`config.mk`:
```
export PLATFORM = sky130hd
export DESIGN_NAME = fcsi_core
export DESIGN_NICKNAME = d
export VERILOG_FILES = /design/src/inc/fcsi_pkg.sv /design/src/verilog/fcsi_core.sv
export SDC_FILE = /design/constraint.sdc
export NUM_CORES = 1
export LEC_CHECK = 0
export BUFFER_PORTS_ARGS = -buffer_cell sky130_fd_sc_hd__buf_2
export CAP_MARGIN = 25
export CORE_ASPECT_RATIO = 0.8
export CORE_MARGIN = 4
export CORE_UTILIZATION = 48
export DETAILED_ROUTE_END_ITERATION = 6
export PLACE_DENSITY_LB_ADDON = 0.25
export SYNTH_ARGS = -nofsm -noshare
export SYNTH_HDL_FRONTEND = slang
export SYNTH_SLANG_ARGS = --single-unit
```
`constraint.sdc`:
```
create_clock -name core_clk_i -period 2.4 [get_ports core_clk_i]
set_input_delay 0 -clock core_clk_i [delete_from_list [all_inputs] [get_ports core_clk_i]]
set_output_delay 0 -clock core_clk_i [all_outputs]
set_load 0.03 [all_outputs]
```
`src/inc/fcsi_pkg.sv`:
```
// package for the flash command and status interface
// assumes a classic wishbone slave with 32-bit data, 8-bit registers
package fcsi_pkg;
    // ------------------------------------------------------------
    // register byte offsets
    // ------------------------------------------------------------
    localparam logic [3:0] FCSI_OFS_DIVIDER = 4'h0;
    localparam logic [3:0] FCSI_OFS_CONFIG = 4'h4;
    localparam logic [3:0] FCSI_OFS_PROTECT = 4'h8;
    localparam logic [3:0] FCSI_OFS_STATUS = 4'hC;
    localparam logic [4:0] FCSI_OFS_COMMAND = 5'h10;
    localparam logic [4:0] FCSI_OFS_ARRAY = 5'h14;
    // ------------------------------------------------------------
    // field positions
    // ------------------------------------------------------------
    localparam int FCSI_CFG_KEYWR_BIT = 5;
    localparam int FCSI_ST_CBEF_BIT = 7;
    localparam int FCSI_ST_CCF_BIT = 6;
    localparam int FCSI_ST_PVIOL_BIT = 5;
    localparam int FCSI_ST_ACCERR_BIT = 4;
    localparam int FCSI_ST_BLANK_BIT = 2;
    localparam int FCSI_DIVIDER_LOADED_FLAG_BIT = 7;
    localparam int FCSI_PRDIV8_BIT = 6;
    localparam logic [7:0] FCSI_PROT_MASK = 8'hFE;
    localparam logic [7:0] FCSI_DIV_MASK = 8'h3F;
    localparam logic [1:0] FCSI_SEC_UNSECURED = 2'h2;
    // ------------------------------------------------------------
    // key window and commands
    // ------------------------------------------------------------
    localparam logic [15:0] FCSI_KEY_LO = 16'hFFB0;
    localparam logic [15:0] FCSI_KEY_HI = 16'hFFB7;
    localparam logic [7:0] FCSI_CMD_BLANK = 8'h05;
    localparam logic [7:0] FCSI_CMD_BYTE = 8'h20;
    localparam logic [7:0] FCSI_CMD_BURST = 8'h25;
    localparam logic [7:0] FCSI_CMD_PAGE = 8'h40;
    localparam logic [7:0] FCSI_CMD_MASS = 8'h41;
    localparam logic [7:0] FCSI_ERASED = 8'hFF;
    localparam int FCSI_PAGE_BYTES = 512;
    localparam logic [2:0] FCSI_PRE8 = 3'h7;

    typedef enum logic [1:0] {
        FCSI_SEQ_IDLE,
        FCSI_SEQ_DATA,
        FCSI_SEQ_CMD
    } fcsi_seq_e;

    typedef enum logic [1:0] {
        FCSI_EX_IDLE,
        FCSI_EX_RUN,
        FCSI_EX_DONE
    } fcsi_ex_e;

    typedef struct packed {
        logic [15:0] addr;
        logic [7:0] data;
        logic [7:0] cmd;
    } fcsi_cmd_s;
endpackage

```
`src/verilog/fcsi_core.sv`:
```
// flash command and status interface: registers, decoder, sequencer
// assumes classic wishbone master, one clock, array modelled by port
//
// Decided for this implementation: the register offsets and the Wishbone slave port.
`timescale 1ns/1ps
// Function
// RULE1 - config register holds only bit five
// RULE2 - key bit steers window writes: key/command
// RULE3 - protect register loaded at reset, bit0 zero
// RULE4 - user writes ignored, debug writes update
// RULE5 - protect field bounds unprotected high region; code protects addresses above the bound instead
// RULE6 - status bits 3,1,0 read zero
// RULE7 - writing one to buffer-empty launches command
// RULE8 - only burst program may be queued
// RULE9 - complete flag set when idle, cleared launch
// RULE10 - protected target sets violation, drops command
// RULE11 - sequence, divider or stop errors set flag
// RULE12 - access error cleared only by one
// RULE13 - blank flag set when all bytes erased
// RULE14 - codes 05,20,25 blank, byte, burst
// RULE15 - codes 40,41 page and mass erase
// RULE16 - other codes illegal, access error raised
// RULE17 - blank check after mass erase optional
// RULE18 - program/erase disabled until divider written
// RULE19 - successful blank check unsecures security code
// RULE20 - complete low while busy, whole fclk pulses
module fcsi_core
    import fcsi_pkg::*;
#(
    parameter int ADDR_W = 16,
    parameter int OP_PULSES = 4
) (
    input wire logic core_clk_i,
    input wire logic nrst_i,
    input wire logic [31:0] wb_adr_i,
    input wire logic [31:0] wb_dat_i,
    output logic [31:0] wb_dat_o,
    input wire logic [3:0] wb_sel_i,
    input wire logic wb_we_i,
    input wire logic wb_cyc_i,
    input wire logic wb_stb_i,
    output logic wb_ack_o,
    input wire logic dbg_access_i,
    input wire logic [7:0] nonvolatile_protect_copy_i,
    input wire logic [1:0] nv_security_i,
    input wire logic protection_disable_i,
    input wire logic stop_req_i,
    input wire logic array_word_erased_i,
    output logic key_write_o,
    output logic [15:0] key_addr_o,
    output logic [7:0] key_data_o,
    output logic array_busy_o,
    output logic [7:0] array_cmd_o,
    output logic [15:0] array_addr_o,
    output logic [7:0] array_data_o,
    output logic [1:0] security_code_o
);
    // ------------------------------------------------------------
    // helpers
    // ------------------------------------------------------------
    function automatic logic cmd_legal(input logic [7:0] c);
        cmd_legal = (c == FCSI_CMD_BLANK) || (c == FCSI_CMD_BYTE) || // RULE14
            (c == FCSI_CMD_BURST) || (c == FCSI_CMD_PAGE) ||
            (c == FCSI_CMD_MASS); // RULE15
    endfunction

    function automatic logic is_prot(input logic [15:0] a,
            input logic [7:0] p, input logic dis, input logic [7:0] c);
        logic [15:0] lim;
        lim = {p[7:1], 9'h1FF};
        if (dis) begin
            is_prot = 1'b0;
        end else if (c == FCSI_CMD_MASS || c == FCSI_CMD_BLANK) begin
            is_prot = (c == FCSI_CMD_MASS) && (lim != 16'hFFFF);
        end else begin
            is_prot = a > lim;
        end
    endfunction

    // ------------------------------------------------------------
    // state
    // ------------------------------------------------------------
    logic ack_reg, ack_next;
    logic [31:0] rdat_reg, rdat_next;
    logic cfg_key_reg, cfg_key_next;
    logic [7:0] prot_reg, prot_next;
    logic prot_loaded_reg, prot_loaded_next;
    logic [7:0] div_reg, div_next;
    logic cbef_reg, cbef_next;
    logic pviol_reg, pviol_next;
    logic accerr_reg, accerr_next;
    logic blank_reg, blank_next;
    logic [1:0] sec_reg, sec_next;
    fcsi_seq_e seq_reg, seq_next;
    fcsi_ex_e ex_reg, ex_next;
    fcsi_cmd_s buf_reg, buf_next, run_reg, run_next;
    logic buf_full_reg, buf_full_next;
    logic [8:0] pre_reg, pre_next;
    logic [7:0] pulse_reg, pulse_next;
    logic all_ff_reg, all_ff_next;
    logic kw_reg, kw_next;
    logic [15:0] kaddr_reg, kaddr_next;
    logic [7:0] kdata_reg, kdata_next;

    logic req, wr, rd;
    logic [4:0] ofs;
    logic [7:0] wbyte;
    logic fclk_tick;
    logic [8:0] pre_top;

    assign req = wb_cyc_i && wb_stb_i && !ack_reg;
    assign wr = req && wb_we_i && wb_sel_i[0];
    assign rd = req && !wb_we_i;
    assign ofs = wb_adr_i[4:0];
    assign wbyte = wb_dat_i[7:0];
    assign pre_top = div_reg[FCSI_PRDIV8_BIT] ?
        {div_reg[5:0], FCSI_PRE8} : {3'h0, div_reg[5:0]};
    assign fclk_tick = (pre_reg == pre_top);

    // ------------------------------------------------------------
    // next state
    // ------------------------------------------------------------
    always_comb begin
        logic launch, drop, in_win, ccf;
        launch = 1'b0;
        drop = 1'b0;
        in_win = 1'b0;
        ccf = 1'b0;
        ack_next = req;
        rdat_next = rdat_reg;
        cfg_key_next = cfg_key_reg;
        prot_next = prot_reg;
        prot_loaded_next = 1'b1;
        div_next = div_reg;
        cbef_next = cbef_reg;
        pviol_next = pviol_reg;
        accerr_next = accerr_reg;
        blank_next = blank_reg;
        sec_next = sec_reg;
        seq_next = seq_reg;
        ex_next = ex_reg;
        buf_next = buf_reg;
        run_next = run_reg;
        buf_full_next = buf_full_reg;
        pre_next = fclk_tick ? 9'h000 : 9'(pre_reg + 9'h001);
        pulse_next = pulse_reg;
        all_ff_next = all_ff_reg;
        kw_next = 1'b0;
        kaddr_next = kaddr_reg;
        kdata_next = kdata_reg;
        if (!prot_loaded_reg) begin
            prot_next = nonvolatile_protect_copy_i & FCSI_PROT_MASK; // RULE3
            sec_next = nv_security_i;
        end
        ccf = (ex_reg == FCSI_EX_IDLE) && !buf_full_reg; // RULE9 RULE20
        if (wr) begin
            case (ofs)
                5'(FCSI_OFS_DIVIDER): begin
                    div_next = (wbyte & {1'b0, 1'b1, FCSI_DIV_MASK[5:0]}) |
                        8'h80; // RULE18
                end
                5'(FCSI_OFS_CONFIG): begin
                    cfg_key_next = wbyte[FCSI_CFG_KEYWR_BIT]; // RULE1
                end
                5'(FCSI_OFS_PROTECT): begin
                    if (dbg_access_i) begin
                        prot_next = wbyte & FCSI_PROT_MASK; // RULE4
                    end
                end
                5'(FCSI_OFS_STATUS): begin
                    if (wbyte[FCSI_ST_PVIOL_BIT]) begin
                        pviol_next = 1'b0; // RULE10
                    end
                    if (wbyte[FCSI_ST_ACCERR_BIT]) begin
                        accerr_next = 1'b0; // RULE12
                    end
                    if (wbyte[FCSI_ST_CBEF_BIT] && cbef_reg) begin
                        if (seq_reg == FCSI_SEQ_CMD) begin
                            launch = 1'b1; // RULE7
                        end else begin
                            accerr_next = 1'b1; // RULE11
                            seq_next = FCSI_SEQ_IDLE;
                        end
                    end
                end
                FCSI_OFS_COMMAND: begin
                    if (seq_reg == FCSI_SEQ_DATA) begin
                        buf_next.cmd = wbyte;
                        seq_next = FCSI_SEQ_CMD;
                    end else begin
                        accerr_next = 1'b1; // RULE11
                        seq_next = FCSI_SEQ_IDLE;
                    end
                end
                FCSI_OFS_ARRAY: begin
                    in_win = (wb_adr_i[31:16] >= FCSI_KEY_LO) &&
                        (wb_adr_i[31:16] <= FCSI_KEY_HI);
                    if (in_win && cfg_key_reg) begin
                        kw_next = 1'b1; // RULE2
                        kaddr_next = wb_adr_i[31:16];
                        kdata_next = wbyte;
                    end else if (seq_reg == FCSI_SEQ_IDLE && cbef_reg) begin
                        buf_next.addr = wb_adr_i[31:16]; // RULE2
                        buf_next.data = wbyte;
                        seq_next = FCSI_SEQ_DATA;
                    end else begin
                        accerr_next = 1'b1; // RULE11
                        seq_next = FCSI_SEQ_IDLE;
                    end
                end
                default: begin
                end
            endcase
        end
        if (launch) begin
            seq_next = FCSI_SEQ_IDLE;
            if (!cmd_legal(buf_reg.cmd)) begin
                accerr_next = 1'b1; // RULE16
                drop = 1'b1;
            end else if (!div_reg[FCSI_DIVIDER_LOADED_FLAG_BIT] &&
                    buf_reg.cmd != FCSI_CMD_BLANK) begin
                accerr_next = 1'b1; // RULE11 RULE18
                drop = 1'b1;
            end else if (is_prot(buf_reg.addr, prot_reg,
                    protection_disable_i, buf_reg.cmd)) begin
                pviol_next = 1'b1; // RULE5 RULE10
                drop = 1'b1;
            end else if (ex_reg != FCSI_EX_IDLE &&
                    !(buf_reg.cmd == FCSI_CMD_BURST &&
                    run_reg.cmd == FCSI_CMD_BURST)) begin
                accerr_next = 1'b1; // RULE8
                drop = 1'b1;
            end
            if (!drop) begin
                blank_next = 1'b0; // RULE13
                cbef_next = 1'b0; // RULE7
                buf_full_next = 1'b1;
            end
        end
        case (ex_reg)
            FCSI_EX_IDLE: begin
                if (buf_full_reg) begin
                    run_next = buf_reg;
                    buf_full_next = 1'b0;
                    cbef_next = 1'b1; // RULE7 RULE8
                    pulse_next = 8'h00;
                    all_ff_next = 1'b1;
                    ex_next = FCSI_EX_RUN;
                end
            end
            FCSI_EX_RUN: begin
                if (stop_req_i) begin
                    accerr_next = 1'b1; // RULE11
                    buf_full_next = 1'b0;
                    cbef_next = 1'b1;
                    ex_next = FCSI_EX_IDLE;
                end else if (fclk_tick) begin
                    pulse_next = 8'(pulse_reg + 8'h01); // RULE20
                    if (run_reg.cmd == FCSI_CMD_BLANK &&
                            !array_word_erased_i) begin
                        all_ff_next = 1'b0; // RULE13
                    end
                    if (pulse_reg == 8'(OP_PULSES - 1)) begin
                        ex_next = FCSI_EX_DONE;
                    end
                end
            end
            FCSI_EX_DONE: begin
                if (run_reg.cmd == FCSI_CMD_BLANK && all_ff_reg) begin
                    blank_next = 1'b1; // RULE13
                    sec_next = FCSI_SEC_UNSECURED; // RULE19
                end
                ex_next = FCSI_EX_IDLE;
            end
            default: begin
                ex_next = FCSI_EX_IDLE;
            end
        endcase
        if (rd) begin
            rdat_next = 32'h0000_0000;
            case (ofs)
                5'(FCSI_OFS_DIVIDER): rdat_next[7:0] = div_reg;
                5'(FCSI_OFS_CONFIG): begin
                    rdat_next[FCSI_CFG_KEYWR_BIT] = cfg_key_reg; // RULE1
                end
                5'(FCSI_OFS_PROTECT): begin
                    rdat_next[7:0] = prot_reg & FCSI_PROT_MASK; // RULE3
                end
                5'(FCSI_OFS_STATUS): begin
                    rdat_next[FCSI_ST_CBEF_BIT] = cbef_reg; // RULE6
                    rdat_next[FCSI_ST_CCF_BIT] = ccf;
                    rdat_next[FCSI_ST_PVIOL_BIT] = pviol_reg;
                    rdat_next[FCSI_ST_ACCERR_BIT] = accerr_reg;
                    rdat_next[FCSI_ST_BLANK_BIT] = blank_reg;
                end
                FCSI_OFS_COMMAND: rdat_next[7:0] = buf_reg.cmd;
                default: rdat_next = 32'h0000_0000;
            endcase
        end
    end

    // ------------------------------------------------------------
    // registers
    // ------------------------------------------------------------
    always_ff @(posedge core_clk_i or negedge nrst_i) begin
        if (!nrst_i) begin
            ack_reg <= 1'b0;
            rdat_reg <= 32'h0000_0000;
            cfg_key_reg <= 1'b0;
            prot_reg <= 8'h00;
            prot_loaded_reg <= 1'b0;
            div_reg <= 8'h00;
            cbef_reg <= 1'b1;
            pviol_reg <= 1'b0;
            accerr_reg <= 1'b0;
            blank_reg <= 1'b0;
            sec_reg <= 2'h0;
            seq_reg <= FCSI_SEQ_IDLE;
            ex_reg <= FCSI_EX_IDLE;
            buf_reg <= '0;
            run_reg <= '0;
            buf_full_reg <= 1'b0;
            pre_reg <= 9'h000;
            pulse_reg <= 8'h00;
            all_ff_reg <= 1'b0;
            kw_reg <= 1'b0;
            kaddr_reg <= 16'h0000;
            kdata_reg <= 8'h00;
        end else begin
            ack_reg <= ack_next;
            rdat_reg <= rdat_next;
            cfg_key_reg <= cfg_key_next;
            prot_reg <= prot_next;
            prot_loaded_reg <= prot_loaded_next;
            div_reg <= div_next;
            cbef_reg <= cbef_next;
            pviol_reg <= pviol_next;
            accerr_reg <= accerr_next;
            blank_reg <= blank_next;
            sec_reg <= sec_next;
            seq_reg <= seq_next;
            ex_reg <= ex_next;
            buf_reg <= buf_next;
            run_reg <= run_next;
            buf_full_reg <= buf_full_next;
            pre_reg <= pre_next;
            pulse_reg <= pulse_next;
            all_ff_reg <= all_ff_next;
            kw_reg <= kw_next;
            kaddr_reg <= kaddr_next;
            kdata_reg <= kdata_next;
        end
    end

    // ------------------------------------------------------------
    // outputs
    // ------------------------------------------------------------
    assign wb_ack_o = ack_reg;
    assign wb_dat_o = rdat_reg;
    assign key_write_o = kw_reg;
    assign key_addr_o = kaddr_reg;
    assign key_data_o = kdata_reg;
    assign array_busy_o = (ex_reg != FCSI_EX_IDLE);
    assign array_cmd_o = run_reg.cmd;
    assign array_addr_o = run_reg.addr;
    assign array_data_o = run_reg.data;
    assign security_code_o = sec_reg;
endmodule // fcsi_core
```
==> results by group <==
Run status
  – Status: finished clean

Final layout
  – Fill count: a little over 1000
  – Most frequent cells in the layout: dfrtp_1, buf_2, mux2_2
  – Share of cells above drive strength 1: 0.3614
  – Core Util, Final: 0.6346
  – Area grow syn2layout: 28.74%
  – Nets: 855
  – Post-route cell area: around 8700 sq um
  – Antenna Cells: 0
  – Multi-input gate area in the final layout: about 2900 sq um
  – Max FFs per register: 32
  – Final cell count without fillers: approximately 950
  – Register area: approximately 3600 sq um
  – Commonest non-fill, non-tap cell in the layout: dfrtp_1

Flow run
  – MaxCap Viol Count: 0

Placement
  – DP Cell Count: approximately 900
  – IO buf count: 116
  – Place WS: ~0.055 ns
  – Area after DPL: about 7600 sq um
  – Hpwl dp: around 12000 um
  – Gp weighted congestion: just over 0.9

Die
  – Row count: 38
  – Die Width: approximately 140 um
  – Core Area: around 14000 sq um
  – DIE AREA: 15980 sq um
  – Initial Util: 0.4929
  – Die Height: approximately 110 um
  – Boundary Pins: 180

Global route
  – First-pass GRT wire length: roughly 28000 um
  – GRT Total Usage: 0.2223
  – Largest net degree at the start of global routing: 73
  – Vias in the first global route: ~5300
  – Overflow after GRT: 0
  – Antenna violations before repair: 1

Worst setup path
  – Critical Path Slowest Stage Cell: o41a_1
  – Critical Path End Type: flip-flop
  – Critical path fanouts, max: 5
  – CP Cell Sequence: buf_6 > mux2i_2 > xor2_1 > nand3_1 > o41a_1 > or4_1 > mux2_1
  – WS Path Type: flip-flop to flip-flop
  – Crit path DAT: between 2 and 3 ns
  – Crit start category: flip-flop
  – Required time worst endpoint: 2.71 ns
  – CP bufs+invs: 1
  – Slowest stage delay, CP: about 0.45 ns
  – Cell family with most CP delay: multiplexers

Logic synthesis
  – Ys flop type: dfrtp_1
  – Synth Area in XOR/XNOR: 0.01823
  – Cell count after synthesis: roughly 570
  – Synth Area in Simple Gates: 0.1313
  – Mapped Avg Cell Area: roughly 12 sq um
  – Synth area leader: dfrtp_1
  – Yosys top cell area share: 0.5320
  – Largest cells by area after synthesis: dfrtp_1, mux2_2, buf_4
  – Seq/Total Area, Yosys: 0.5359
  – Synthesized area: 6726 sq um
  – Yosys reg bits: between 100 and 150
  – Largest family of logic cells by synthesized area: multiplexers
  – Synth cell types: between 50 and 60
  – Synth Area in Compound Gates: 0.08315
  – Post-synth EDFFs: 0
  – Fraction of registers with async set/reset: 1.000
  – Syn. warnings: 0
  – Adder-cell share of the synthesized area: 0.01674
  – Fraction of synthesized area in multiplexers: 0.1648

Route
  – DR pass1 iterations: 5
  – Vias per cell: between 5 and 6
  – Antenna Nets Post-Route: 0
  – Vias: just over 5000
  – Final WL: approximately 17000 um
  – Drt drc: 0
  – 1st-iter DRT viols: between 300 and 400
  – Drt wl/cell: 18.05 um

Timing
  – Max frequency: around 430 MHz
  – RSZ-0062 raised after global routing: yes
  – Skew final: between 0.01 and 0.015 ns
  – Post-route setup slack: between 0.07 and 0.08 ns
  – Setup TNS: 0 ns
  – Final period utilization: 0.9687
  – Worst-Margin Slew: 0.6999 ns
  – Final hold violation count: 0
  – Hold WS: 0.07942 ns
  – Relative slew slack: 0.5334
  – Minimum clock period: approximately 2.3 ns
  – # setup viols final: 0
  – Max-slew violation count: 0

CTS
  – H-tree depth: 4
  – TritonCTS Buffers: 17
  – CTS max path bufs: 2
  – Sink Count: about 140
  – CTS tree: yes
  – Clk_lat worst skew: 0.43 ns
  – CTS root buf: clkbuf_16
  – Clock-pin slew on the worst setup and hold paths: ~0.060 ns

Min path
  – Hold crit path type: input pin to flip-flop

Power and ir drop
  – Pwr/cell area: 677.6 nW/um^2
  – Total power: 5.868 mW
  – LEAKAGE: approximately 4.5 nW
  – Peak supply drop: roughly 0.00055 V
==> worst register-to-register path, stage by stage, from the launching register on <==
cell and delay [ns]:
dfrtp_1 0.37, buf_6 0.14, mux2i_2 0.22, xor2_1 0.17, nand3_1 0.11, o41a_1 0.45, or4_1 0.42, mux2_1 0.32
==> final timing paths <==
kind / cells after the start / slack, ns / endpoint / start
min in group asynchronous: 2 / 0.13 / pre_reg[2]$_DFF_PN0_ / nrst_i
min reg2reg: 1 / 0.46 / key_addr_o[12]$_DFFE_PN0P_ / key_addr_o[12]$_DFFE_PN0P_
min: 4 / 0.08 / wb_dat_o[4]$_DFFE_PN0P_ / wb_adr_i[1]
max in group asynchronous: 3 / 1.50 / pulse_reg[1]$_DFFE_PN0P_ / nrst_i
max reg2reg: 7 / 0.08 / pulse_reg[7]$_DFFE_PN0P_ / div_reg[6]$_DFFE_PN0P_
max: 7 / 0.08 / pulse_reg[7]$_DFFE_PN0P_ / div_reg[6]$_DFFE_PN0P_
==> area by class of cell <==
type | instances | area share
repair buffers | 190 | 0.1471
inverters | 14 | 0.006068
multi-input cells | 392 | 0.3378
clock inverters | 12 | 0.01402
well taps | 180 | 0.02601
clock buffers | 20 | 0.05274
flip-flops and latches | 144 | 0.4163
==> where the power goes <==
part | switching [mW] | leakage (nW) | internal [mW] | total [mW]
Combinational | 0.373 | 2.26 | 0.273 | 0.646
Clock | 1.08 | 0.271 | 1.50 | 2.58
Sequential | 0.112 | 1.96 | 2.53 | 2.64
==> what timing repair did <==
| action | 4_1_cts | 5_1_grt |
|---|---|---|
| gates resized for setup | 0 | 9 |
| setup buffers | 0 | 1 |
| endpoints found under the hold margin | 139 | 0 |
| endpoints found under the setup margin | 0 | 8 |
| hold buffers | 42 | 0 |
==> cells in the mapped netlist (5+ instances only) <==
cell and instances:
dfrtp_1 143, mux2_2 84, nor2_1 37, nand2_1 27, buf_4 26, a21oi_1 23, nand3_1 18, nand2b_1 17
clkbuf_1 16, inv_1 14, mux2i_1 14, a22oi_1 9, ha_1 9, xor2_1 9, and2_1 7, nand4_1 7
nor2b_1 7, nor4_1 7, o21ai_0 7, or4_1 7, nor3_1 6, a22o_1 5, or3_1 5, xnor2_1 5
==> cells by family (layout without fill, tap and decap cells) <==
family	after synthesis	in the layout
and+or+nand+nor	165	165
DFF	144	144
muxes	100	100
AOI/OAI and AO/OA	79	79
buffers and inverters	60	236
xor gates and xnor gates	14	14
adders and majority gates	9	9
other	2	25
==> routing by layer <==
layer,routed length [um],GRT usage
met5,12,0
met1,7517,0.2962
met4,374,0.06391
met3,1221,0.07544
met2,8056,0.3492
Power figures use the tool's default switching activity.
